===== config.mk =====
export PLATFORM = sky130hd
export DESIGN_NAME = pdr_regs
export DESIGN_NICKNAME = d
export VERILOG_FILES = /design/src/hw/pdr_pkg.sv /design/src/hw/pdr_regs.sv
export SDC_FILE = /design/constraint.sdc
export NUM_CORES = 1
export LEC_CHECK = 0
export ABC_AREA = 1
export BUFFER_PORTS_ARGS = -buffer_cell sky130_fd_sc_hd__buf_2
export CAP_MARGIN = 40
export CORE_UTILIZATION = 40
export DETAILED_ROUTE_END_ITERATION = 12
export GPL_TIMING_DRIVEN = 0
export PLACE_DENSITY = 0.65
export SYNTH_ARGS = -nofsm -noshare
export SYNTH_HDL_FRONTEND = slang
export SYNTH_SLANG_ARGS = --single-unit

===== constraint.sdc =====
create_clock -name clk_i -period 5.8 [get_ports clk_i]
set_input_delay 0.58 -clock clk_i [delete_from_list [all_inputs] [get_ports clk_i]]
set_output_delay 0.58 -clock clk_i [all_outputs]
set_load 0.02 [all_outputs]

===== src/hw/pdr_pkg.sv =====
// constants for the equaliser and cable diagnostic register bank
package pdr_pkg;
   // register offsets, kept as indices; byte address is four times the index
   localparam logic [9:0] IDX_FEEDBACK_EQUALIZER_CTRL = 10'h114;
   localparam logic [9:0] IDX_GAIN_BANDWIDTH_CTRL = 10'h116;
   localparam logic [9:0] IDX_BAD_ERROR_THRESHOLD = 10'h121;
   localparam logic [9:0] IDX_TIMING_LOOP_ERROR_THRESHOLD = 10'h122;
   localparam logic [9:0] IDX_LINK_UP_ERROR_THRESHOLD = 10'h123;
   localparam logic [9:0] IDX_EQUALIZER_TRAINING_TIMERS = 10'h126;
   localparam logic [9:0] IDX_GAIN_INDEX_LIMITS = 10'h129;
   localparam logic [9:0] IDX_GAIN_RETRAIN_CTRL = 10'h130;
   localparam logic [9:0] IDX_ACTIVE_LINK_DIAG_CTRL_RESULT = 10'h155;
   localparam logic [9:0] IDX_REFLECTOMETRY_CTRL = 10'h170;
   localparam logic [9:0] IDX_REFLECTOMETRY_PULSE_CTRL = 10'h171;
   localparam logic [9:0] IDX_REFLECTOMETRY_LISTEN_CTRL = 10'h173;
   localparam logic [9:0] IDX_IRQ_STATUS = 10'h1f0;
   localparam logic [9:0] IDX_IRQ_MASK = 10'h1f1;

   // reset values
   localparam logic [15:0] RST_FEEDBACK_EQUALIZER_CTRL = 16'h400a;
   localparam logic [15:0] RST_GAIN_BANDWIDTH_CTRL = 16'h014a;
   localparam logic [14:0] RST_BAD_ERROR_THRESHOLD = 15'h199a;
   localparam logic [14:0] RST_TIMING_LOOP_ERROR_THRESHOLD = 15'h1027;
   localparam logic [14:0] RST_LINK_UP_ERROR_THRESHOLD = 15'h051c;
   localparam logic [15:0] RST_EQUALIZER_TRAINING_TIMERS = 16'h461b;
   localparam logic [15:0] RST_GAIN_INDEX_LIMITS = 16'h000f;
   localparam logic [15:0] RST_GAIN_RETRAIN_CTRL = 16'h0001;
   localparam logic [3:0] RST_DIAG_LOW = 4'h1;
   localparam logic [14:0] RST_REFLECTOMETRY_CTRL = 15'h0e52;
   localparam logic [15:0] RST_REFLECTOMETRY_PULSE_CTRL = 16'hc85c;
   localparam logic [15:0] RST_REFLECTOMETRY_LISTEN_CTRL = 16'hff1e;

   // field positions
   localparam int DIAG_START_BIT = 15;
   localparam int DIAG_BUSY_BIT = 12;
   localparam int DIAG_SUM_LSB = 4;
   localparam int CROSS_DIS_BIT = 14;
   localparam int TX_BYPASS_BIT = 13;
   localparam int RX_BYPASS_BIT = 12;
   localparam int AVG_LSB = 8;
   localparam int RETRAIN_DIS_BIT = 11;
   localparam int MAX_GAIN_LSB = 4;
   localparam int TIMER1_LSB = 12;
   localparam int TIMER2_LSB = 6;
   localparam int TIMER3_LSB = 3;
   localparam int LISTEN_LSB = 8;
   localparam logic [2:0] AVG_RESERVED = 3'h7;
   localparam logic [2:0] AVG_MAX = 3'h6;

   // interrupt status bits
   localparam int IRQ_DIAG_DONE = 0;
   localparam int IRQ_BAD_ERROR = 1;
endpackage


===== src/hw/pdr_regs.sv =====
// equaliser training and cable diagnostic register bank, classic wishbone slave
//
// The Wishbone interface to the registers was left to the implementer.
`timescale 1ns/1ps
module pdr_regs
   import pdr_pkg::*;
(
   input wire logic clk_i,
   input wire logic rst_i,
   input wire logic wb_cyc_i,
   input wire logic wb_stb_i,
   input wire logic wb_we_i,
   input wire logic [11:0] wb_adr_i,
   input wire logic [3:0] wb_sel_i,
   input wire logic [31:0] wb_dat_i,
   output logic [31:0] wb_dat_o,
   output logic wb_ack_o,
   output logic wb_err_o,
   // active-link diagnostic engine
   output logic diag_start_o,
   input wire logic diag_done_i,
   input wire logic [7:0] diag_sum_i,
   // reflectometry steering
   output logic refl_cross_en_o,
   output logic refl_tx_en_o,
   output logic refl_rx_en_o,
   output logic [6:0] refl_avg_cycles_o,
   output logic [3:0] refl_pulse_o,
   output logic [7:0] refl_listen_o,
   // equaliser steering
   output logic [15:0] eq_feedback_o,
   output logic [15:0] eq_bandwidth_o,
   output logic [14:0] eq_timing_thr_o,
   output logic [14:0] eq_linkup_thr_o,
   output logic [2:0] eq_timer1_o,
   output logic [5:0] eq_timer2_o,
   output logic [2:0] eq_timer3_o,
   output logic [2:0] eq_timer4_o,
   output logic [3:0] eq_gain_max_o,
   output logic [3:0] eq_gain_min_o,
   output logic eq_retrain_en_o,
   input wire logic eq_steady_i,
   input wire logic [14:0] eq_mse_i,
   output logic eq_recover_o,
   output logic irq_o
);

   logic [15:0] feq_r;
   logic [15:0] gbw_r;
   logic [14:0] bad_thr_r;
   logic [14:0] tl_thr_r;
   logic [14:0] lu_thr_r;
   logic [15:0] timers_r;
   logic [15:0] gidx_r;
   logic [15:0] retrain_r;
   logic [3:0] diag_low_r;
   // one-hot progress of the active-link diagnostic
   typedef enum logic [2:0] {
      DIAG_IDLE = 3'b001,
      DIAG_LAUNCH = 3'b010,
      DIAG_RUN = 3'b100
   } pdr_diag_state_t;
   pdr_diag_state_t diag_state_r;
   pdr_diag_state_t diag_state_nxt;
   logic diag_launch;
   logic diag_running;
   logic diag_busy;
   logic [7:0] diag_sum_r;
   logic [14:0] refl_r;
   logic [15:0] pulse_r;
   logic [15:0] listen_r;
   logic [1:0] irq_stat_r;
   logic [1:0] irq_mask_r;
   logic recover_r;
   logic ack_r;
   logic [31:0] rdat_r;

   logic req;
   logic wr;
   logic [9:0] idx;
   logic hit;
   logic hit_q;
   logic start_req;
   logic [15:0] wmask;
   logic [15:0] rd_val;
   logic [1:0] irq_evt;

   // merge byte-lane write data into a 16-bit register
   function automatic logic [15:0] merge16(input logic [15:0] old, input logic [15:0] nw,
                                           input logic [15:0] m);
      merge16 = (old & ~m) | (nw & m);
   endfunction

   // write strobe for one register index, shared by every register process except the interrupt status and mask
   function automatic logic strobe(input logic go, input logic [9:0] cur,
                                   input logic [9:0] at);
      strobe = go && (cur == at);
   endfunction

   assign req = wb_cyc_i & wb_stb_i & ~ack_r;
   assign idx = wb_adr_i[11:2];
   assign wmask = {{8{wb_sel_i[1]}}, {8{wb_sel_i[0]}}};

   always_comb begin
      hit = 1'b1;
      rd_val = 16'h0000;
      case (idx)
         IDX_FEEDBACK_EQUALIZER_CTRL: rd_val = feq_r;
         IDX_GAIN_BANDWIDTH_CTRL: rd_val = gbw_r;
         IDX_BAD_ERROR_THRESHOLD: rd_val = {1'b0, bad_thr_r};
         IDX_TIMING_LOOP_ERROR_THRESHOLD: rd_val = {1'b0, tl_thr_r};
         IDX_LINK_UP_ERROR_THRESHOLD: rd_val = {1'b0, lu_thr_r};
         IDX_EQUALIZER_TRAINING_TIMERS: rd_val = timers_r;
         IDX_GAIN_INDEX_LIMITS: rd_val = gidx_r;
         IDX_GAIN_RETRAIN_CTRL: rd_val = retrain_r;
         IDX_ACTIVE_LINK_DIAG_CTRL_RESULT:
            rd_val = {diag_launch, 2'b00, diag_busy, diag_sum_r, diag_low_r};
         IDX_REFLECTOMETRY_CTRL: rd_val = {1'b0, refl_r};
         IDX_REFLECTOMETRY_PULSE_CTRL: rd_val = pulse_r;
         IDX_REFLECTOMETRY_LISTEN_CTRL: rd_val = listen_r;
         IDX_IRQ_STATUS: rd_val = {14'h0000, irq_stat_r};
         IDX_IRQ_MASK: rd_val = {14'h0000, irq_mask_r};
         default: hit = 1'b0;
      endcase
   end

   assign wr = req & wb_we_i & hit;

   // one wait state: ack in the cycle after the request is seen
   always_ff @(posedge clk_i) begin
      if (rst_i) begin
         ack_r <= 1'b0;
         rdat_r <= 32'h0000_0000;
      end else begin
         ack_r <= req;
         rdat_r <= {16'h0000, rd_val};
      end
   end

   assign wb_ack_o = ack_r & wb_cyc_i & wb_stb_i & hit_q;
   assign wb_err_o = ack_r & wb_cyc_i & wb_stb_i & ~hit_q;
   assign wb_dat_o = rdat_r;

   // ack or err must follow the index of the cycle being answered
   always_ff @(posedge clk_i) begin
      if (rst_i) begin
         hit_q <= 1'b0;
      end else begin
         hit_q <= hit;
      end
   end

   // equaliser configuration, one process per register
   always_ff @(posedge clk_i) begin
      if (rst_i) begin
         feq_r <= RST_FEEDBACK_EQUALIZER_CTRL;
      end else if (strobe(wr, idx, IDX_FEEDBACK_EQUALIZER_CTRL)) begin
         feq_r <= merge16(feq_r, wb_dat_i[15:0], wmask);
      end
   end

   always_ff @(posedge clk_i) begin
      if (rst_i) begin
         gbw_r <= RST_GAIN_BANDWIDTH_CTRL;
      end else if (strobe(wr, idx, IDX_GAIN_BANDWIDTH_CTRL)) begin
         gbw_r <= merge16(gbw_r, wb_dat_i[15:0], wmask);
      end
   end

   // thresholds keep 15 bits; bit 15 is not stored and reads zero
   always_ff @(posedge clk_i) begin
      if (rst_i) begin
         bad_thr_r <= RST_BAD_ERROR_THRESHOLD;
      end else if (strobe(wr, idx, IDX_BAD_ERROR_THRESHOLD)) begin
         bad_thr_r <= 15'(merge16({1'b0, bad_thr_r}, wb_dat_i[15:0], wmask));
      end
   end

   always_ff @(posedge clk_i) begin
      if (rst_i) begin
         tl_thr_r <= RST_TIMING_LOOP_ERROR_THRESHOLD;
      end else if (strobe(wr, idx, IDX_TIMING_LOOP_ERROR_THRESHOLD)) begin
         tl_thr_r <= 15'(merge16({1'b0, tl_thr_r}, wb_dat_i[15:0], wmask));
      end
   end

   always_ff @(posedge clk_i) begin
      if (rst_i) begin
         lu_thr_r <= RST_LINK_UP_ERROR_THRESHOLD;
      end else if (strobe(wr, idx, IDX_LINK_UP_ERROR_THRESHOLD)) begin
         lu_thr_r <= 15'(merge16({1'b0, lu_thr_r}, wb_dat_i[15:0], wmask));
      end
   end

   always_ff @(posedge clk_i) begin
      if (rst_i) begin
         timers_r <= RST_EQUALIZER_TRAINING_TIMERS;
      end else if (strobe(wr, idx, IDX_EQUALIZER_TRAINING_TIMERS)) begin
         timers_r <= merge16(timers_r, wb_dat_i[15:0], wmask);
      end
   end

   always_ff @(posedge clk_i) begin
      if (rst_i) begin
         gidx_r <= RST_GAIN_INDEX_LIMITS;
      end else if (strobe(wr, idx, IDX_GAIN_INDEX_LIMITS)) begin
         gidx_r <= merge16(gidx_r, wb_dat_i[15:0], wmask);
      end
   end

   always_ff @(posedge clk_i) begin
      if (rst_i) begin
         retrain_r <= RST_GAIN_RETRAIN_CTRL;
      end else if (strobe(wr, idx, IDX_GAIN_RETRAIN_CTRL)) begin
         retrain_r <= merge16(retrain_r, wb_dat_i[15:0], wmask);
      end
   end

   // reflectometry configuration, one process per register
   always_ff @(posedge clk_i) begin
      if (rst_i) begin
         refl_r <= RST_REFLECTOMETRY_CTRL;
      end else if (strobe(wr, idx, IDX_REFLECTOMETRY_CTRL)) begin
         refl_r <= 15'(merge16({1'b0, refl_r}, wb_dat_i[15:0], wmask));
      end
   end

   always_ff @(posedge clk_i) begin
      if (rst_i) begin
         pulse_r <= RST_REFLECTOMETRY_PULSE_CTRL;
      end else if (strobe(wr, idx, IDX_REFLECTOMETRY_PULSE_CTRL)) begin
         pulse_r <= merge16(pulse_r, wb_dat_i[15:0], wmask);
      end
   end

   always_ff @(posedge clk_i) begin
      if (rst_i) begin
         listen_r <= RST_REFLECTOMETRY_LISTEN_CTRL;
      end else if (strobe(wr, idx, IDX_REFLECTOMETRY_LISTEN_CTRL)) begin
         listen_r <= merge16(listen_r, wb_dat_i[15:0], wmask);
      end
   end

   // low nibble of the diagnostic register is plain storage
   always_ff @(posedge clk_i) begin
      if (rst_i) begin
         diag_low_r <= RST_DIAG_LOW;
      end else if (strobe(wr, idx, IDX_ACTIVE_LINK_DIAG_CTRL_RESULT) && wb_sel_i[0]) begin
         diag_low_r <= wb_dat_i[3:0];
      end
   end

   // launch lasts one cycle, then the test runs until the engine reports done;
   // a start written while a test is in flight is dropped
   assign start_req = strobe(wr, idx, IDX_ACTIVE_LINK_DIAG_CTRL_RESULT) && wb_sel_i[1]
                      && wb_dat_i[DIAG_START_BIT];

   always_comb begin
      diag_state_nxt = diag_state_r;
      case (diag_state_r)
         DIAG_IDLE: begin
            if (start_req) begin
               diag_state_nxt = DIAG_LAUNCH;
            end
         end
         DIAG_LAUNCH: begin
            diag_state_nxt = DIAG_RUN;
         end
         DIAG_RUN: begin
            if (diag_done_i) begin
               diag_state_nxt = DIAG_IDLE;
            end
         end
         default: begin
            diag_state_nxt = DIAG_IDLE;
         end
      endcase
   end

   always_ff @(posedge clk_i) begin
      if (rst_i) begin
         diag_state_r <= DIAG_IDLE;
      end else begin
         diag_state_r <= diag_state_nxt;
      end
   end

   assign diag_launch = (diag_state_r == DIAG_LAUNCH);
   assign diag_running = (diag_state_r == DIAG_RUN);
   assign diag_busy = (diag_state_r != DIAG_IDLE);

   // sum is captured once, as the engine reports completion
   always_ff @(posedge clk_i) begin
      if (rst_i) begin
         diag_sum_r <= 8'h00;
      end else if (diag_running && diag_done_i) begin
         diag_sum_r <= diag_sum_i;
      end
   end

   // steady-state exit on bad error
   always_ff @(posedge clk_i) begin
      if (rst_i) begin
         recover_r <= 1'b0;
      end else begin
         recover_r <= eq_steady_i && (eq_mse_i > bad_thr_r);
      end
   end

   // sticky events; a new event beats a write-one clear
   assign irq_evt[IRQ_DIAG_DONE] = diag_running & diag_done_i;
   assign irq_evt[IRQ_BAD_ERROR] = recover_r;

   always_ff @(posedge clk_i) begin
      if (rst_i) begin
         irq_stat_r <= 2'b00;
         irq_mask_r <= 2'b00;
      end else begin
         if (wr && idx == IDX_IRQ_STATUS && wb_sel_i[0]) begin
            irq_stat_r <= (irq_stat_r & ~wb_dat_i[1:0]) | irq_evt;
         end else begin
            irq_stat_r <= irq_stat_r | irq_evt;
         end
         if (wr && idx == IDX_IRQ_MASK && wb_sel_i[0]) begin
            irq_mask_r <= wb_dat_i[1:0];
         end
      end
   end

   assign irq_o = |(irq_stat_r & irq_mask_r);

   // averaging: reserved code falls back to 64
   logic [2:0] avg_code;
   assign avg_code = (refl_r[AVG_LSB +: 3] == AVG_RESERVED) ? AVG_MAX
                                                             : refl_r[AVG_LSB +: 3];
   assign refl_avg_cycles_o = 7'(7'h01 << avg_code);

   assign diag_start_o = diag_launch;
   assign refl_cross_en_o = ~refl_r[CROSS_DIS_BIT];
   assign refl_tx_en_o = ~refl_r[TX_BYPASS_BIT];
   assign refl_rx_en_o = ~refl_r[RX_BYPASS_BIT];
   assign refl_pulse_o = pulse_r[3:0];
   assign refl_listen_o = listen_r[LISTEN_LSB +: 8];
   assign eq_feedback_o = feq_r;
   assign eq_bandwidth_o = gbw_r;
   assign eq_timing_thr_o = tl_thr_r;
   assign eq_linkup_thr_o = lu_thr_r;
   assign eq_timer1_o = timers_r[TIMER1_LSB +: 3];
   assign eq_timer2_o = timers_r[TIMER2_LSB +: 6];
   assign eq_timer3_o = timers_r[TIMER3_LSB +: 3];
   assign eq_timer4_o = timers_r[2:0];
   assign eq_gain_max_o = gidx_r[MAX_GAIN_LSB +: 4];
   assign eq_gain_min_o = gidx_r[3:0];
   assign eq_retrain_en_o = ~retrain_r[RETRAIN_DIS_BIT];
   assign eq_recover_o = recover_r;

endmodule


# After elaboration in Yosys (flattened, before gate mapping)
# Index checks and enable logic that the tools add are counted.
# classes
n_mux,7
n_reduce_logical,24
order_cmp,1
n_bitwise,44
eq_ne,21
shift,1
# ops
operator,count
case mux 16 bit (14 select lines),1
equality test 10 x 9 -> 1 bit (second input constant),14
bitwise AND 16 bit,8
OR 16 bit,7
bitwise AND 15 bit,4
OR 15 bit,4
logical AND 1 bit,21
NOT 16 bit,1
greater-than comparator 15 bit,1
OR reduction 14 bit,1
bitwise AND 1 bit,9
two-way mux 3 bit,3
case mux 3 bit (3 select lines),1
<< shifter 1 x 3 -> 7 bit (first input constant),1
equality test 3 bit (second input constant),2
NOT 1 bit,6
bitwise AND 2 bit,2
inequality test 2 bit (second input constant),2
OR 2 bit,2
equality test 3 x 1 -> 1 bit (second input constant),1
equality test 3 x 2 -> 1 bit (second input constant),1
inequality test 3 x 1 -> 1 bit (second input constant),1
two-way mux 2 bit,1
NOT 2 bit,1
other kinds (3),3
# totals
input_bits,78
ff_bits,226

# Longest topological paths before layout
# depth
depth_word,9
ltp_mapped,16

# Worst setup path after synthesis
# No wires, ideal clock.
# synth_timing
kind,in2reg
start,input port wb_adr_i[11]
end,register (tool-made name)
slack_ns,3.568
path_buffers,1
t_arrival_ns,2.100
path_stages,13
t_required_ns,5.667
cell_sequence,inv_1 nand2_2 nor2_2 nand3_1 nand2_1 inv_1 nand3_1 nor2_2 nor2_4 buf_12 nand3_2 inv_1 a21oi_1
# synth_rtl
element,line_no,source
start: declaration,pdr_regs.sv:13,"input wire logic [11:0] wb_adr_i,"

==> impl_metrics.py <==
metrics = {
    "status": {
        "outcome": "complete, no violations",
    },
    "critical_path": {
        "worstReg2RegStart": "ack_r",
        "max_stage_delay_ns": 0.68,
        "startpoint_type": "input port",
        "r2r_cells": 7,
        "path_max_fanout": 10,
        "setup.worst_path.class": "input port to flop",
        "timing.critical_path.arrival_ns": 3.54,
        "cpMostUsedCell": "inv_1",
        "r2r_slack_ns": 3.63,
        "cp.depth": 8,
        "cp_num_buf_inv": 4,
        "cp_slowest_cell": "clkbuf_1",
        "path_cells": "buf_2 -> nor2_1 -> nand3_1 -> inv_1 -> clkbuf_1 -> nand3_2 -> inv_1 -> a21oi_1",
        "cp-end-kind": "flop",
        "critPathTopFamily": "buffers and inverters",
        "cp-startpoint": "wb_adr_i[3]",
        "worstPathRequired_ns": 6.19,
    },
    "timing": {
        "tns_ns": 0,
        "tightest_slew_ns": 0.924,
        "clock.fmax_mhz": 317,
        "timing.hold.ws_ns": 0.286,
        "finClkSkew_ns": 0.0254,
        "hold_viol": 0,
        "period_minus_slack_ns": 3.16,
        "slew-limit-headroom_pct": 38.4,
        "rsz0062_at_grt": "no",
        "slew_violations": 0,
        "setup_viol": 0,
        "period_share_pct": 54.4,
    },
    "cts": {
        "htree_levels": 1,
        "path_clk_slew_ns": 0.06,
        "cts_sinks": 210,
        "ctsHoldBuffers": 0,
        "cts_inserted_buffers": 24,
        "cts_setup_buffers": 0,
        "ctsResizeCount": 0,
        "cts-root-buf": "clkbuf_16",
        "ctsLongestPathBuffers": 3,
        "clk-insertion-delay-late_ns": 0.53,
        "cts_tree": "done",
    },
    "logic_synthesis": {
        "syn_area_um2": 10100,
        "synth_area_leader_cell": "dfxtp_1",
        "synth_top_area_share_pct": 41.7,
        "netlist_top_cells_area": "dfxtp_1, nand2_1, inv_1",
        "syn_area_per_cell_um2": 7.30,
        "yosysUniqueCellTypes": 37,
        "ys_warn_count": 0,
        "synth_edf_count": 0,
        "synth_top_flop_cell": "dfxtp_1",
        "ys_seq_area_share_pct": 41.7,
        "ys_ff_latch": 210,
        "async_reset_ff_share_pct": 0,
        "syn_inst": 1381,
    },
    "power": {
        "finalPower_mw": 3.10,
        "ir_drop_uv": 131,
        "pwr_density_cell_nw_per_um2": 253,
        "p_leak_nw": 6.36,
    },
    "routing": {
        "ant_nets": 0,
        "vias": 10400,
        "wl_per_cell_um": 19.8,
        "via_per_inst": 5.34,
        "drtIter0Drc": 1028,
        "route.detailed.drc": 0,
        "drt_wl_total_um": 38600,
        "drt_first_pass_iters": 6,
    },
    "worst_hold_path": {
        "whs_path_depth": 3,
        "min_from": "eq_steady_i",
        "hold_path_class": "input port to flop",
    },
    "floorplan": {
        "core_um2": 24500,
        "die_w_um": 161,
        "fp.dieH_um": 161,
        "die_area_um2": 25800,
        "num_io_pins": 223,
        "start_util_pct": 41.1,
        "row_count": 57,
    },
    "grt": {
        "grt_max_degree": 13,
        "grt_pass1_vias": 9404,
        "antenna_found_initial": 0,
        "grt_overflow": 0,
        "grt_usage_pct": 29.1,
        "grt_pass1_wl_um": 56500,
    },
    "finish": {
        "layout.nets": 1699,
        "drive_above_1_share_pct": 20.2,
        "nFillCells": 2509,
        "area_growth_pct": 21.3,
        "antenna_cells": 0,
    },
    "place": {
        "port_buffers": 184,
        "gp_congestion": 0.965,
        "place_hpwl_um": 28900,
    },
    "flow_run": {
        "cap_violations": 0,
    },
}
-- metrics by stage --
step	util [%]	instances	setup WS, ns	cell area [µm²]
2_1_floorplan	-	1396	3.57	10100
5_1_grt	49.8	1946	2.59	12200
6_report	49.8	1946	2.64	12200
3_5_place_dp	46.7	1904	2.24	11500
3_3_place_gp	46.7	1904	2.25	11500
4_1_cts	49.8	1946	2.79	12200
-- cells in the final DEF, fill, tap and decap left out, drive strengths merged --
cell,instances
a211oi,4
a21boi,1
a21oi,135
a221oi,24
a22o,1
a22oi,2
a31oi,2
a41oi,1
buf,263
bufinv,1
clkbuf,68
clkinv,17
conb,16
dfxtp,210
ha,15
inv,206
nand2,375
nand3,59
nand3b,2
nand4,16
nor2,52
nor3,14
nor4,2
o2111ai,2
o211ai,64
o21ai,32
o22ai,37
o2bb2ai,1
-- metal layers --
| layer | wire length (µm) | global-route usage [%] | part of all wire [%] | up-vias |
|---|---|---|---|---|
| met3 | 4800 | 8.37 | 12 | 98 |
| met1 | 15700 | 39.0 | 41 | 4750 |
| met5 | 0 | 0 | 0 | - |
| met2 | 16500 | 44.2 | 43 | 622 |
| li1 | - | - | - | 4913 |
| met4 | 1540 | 10.8 | 4.0 | 0 |
-- report_power, final --
| group | switching [mW] | total, mW | internal (mW) |
|---|---|---|---|
| sequential | 0.00214 | 1.45 | 1.45 |
| clock | 0.615 | 1.48 | 0.870 |
| combinational | 0.124 | 0.165 | 0.0413 |
-- cell type report --
cell class                      count  area [µm²]  share of cell area, %
Multi-Input combinational cell    857        4400                   36.0
Sequential cell                   210        4200                   34.4
Inverter                          218         818                   6.69
Clock inverter                      6        66.3                  0.542
Clock buffer                       36         696                   5.69
Timing Repair Buffer              184         921                   7.53
Buffer                            111         714                   5.84
Tap cell                          324         405                   3.32
-- synth_stat cells (16+ instances only) --
library cell / instances
nand4_1: 16
a221oi_1: 24
clkbuf_1: 32
nand3_1: 38
o21ai_0: 32
dfxtp_1: 210
buf_4: 52
o22ai_1: 37
inv_1: 205
a21oi_1: 135
o211ai_1: 64
nor2_1: 43
nand2_1: 374
-- worst register-to-register path, cell delays in order, from the launching register on --
cell,delay [ns]
dfxtp_1,0.32
inv_1,0.05
nand4_1,0.23
nor2_4,0.40
buf_6,0.23
nand3_2,0.27
inv_1,0.41
a21oi_1,0.12
-- kinds of logic (layout without fill, tap and decap cells) --
kind of cell	after synthesis	in the layout	share of synthesized area, %
AND/OR/NAND/NOR	520	520	22.7
adder cells (fa/ha/maj)	15	15	1.86
other	1	16	0.0372
buffers and inverters	329	555	15.2
AO/OA/AOI/OAI	306	306	18.5
flip-flops	210	210	41.7
-- worst min-delay path by stage --
stage / slack, ns / to
global placement: 0.43 / ack_r
finish: 0.29 / eq_recover_o
CTS: 0.28 / eq_recover_o
global route: 0.29 / eq_recover_o
detailed placement: 0.44 / diag_sum_r[0]
floorplan: 0.42 / ack_r
(Power assumes the default switching activity.)
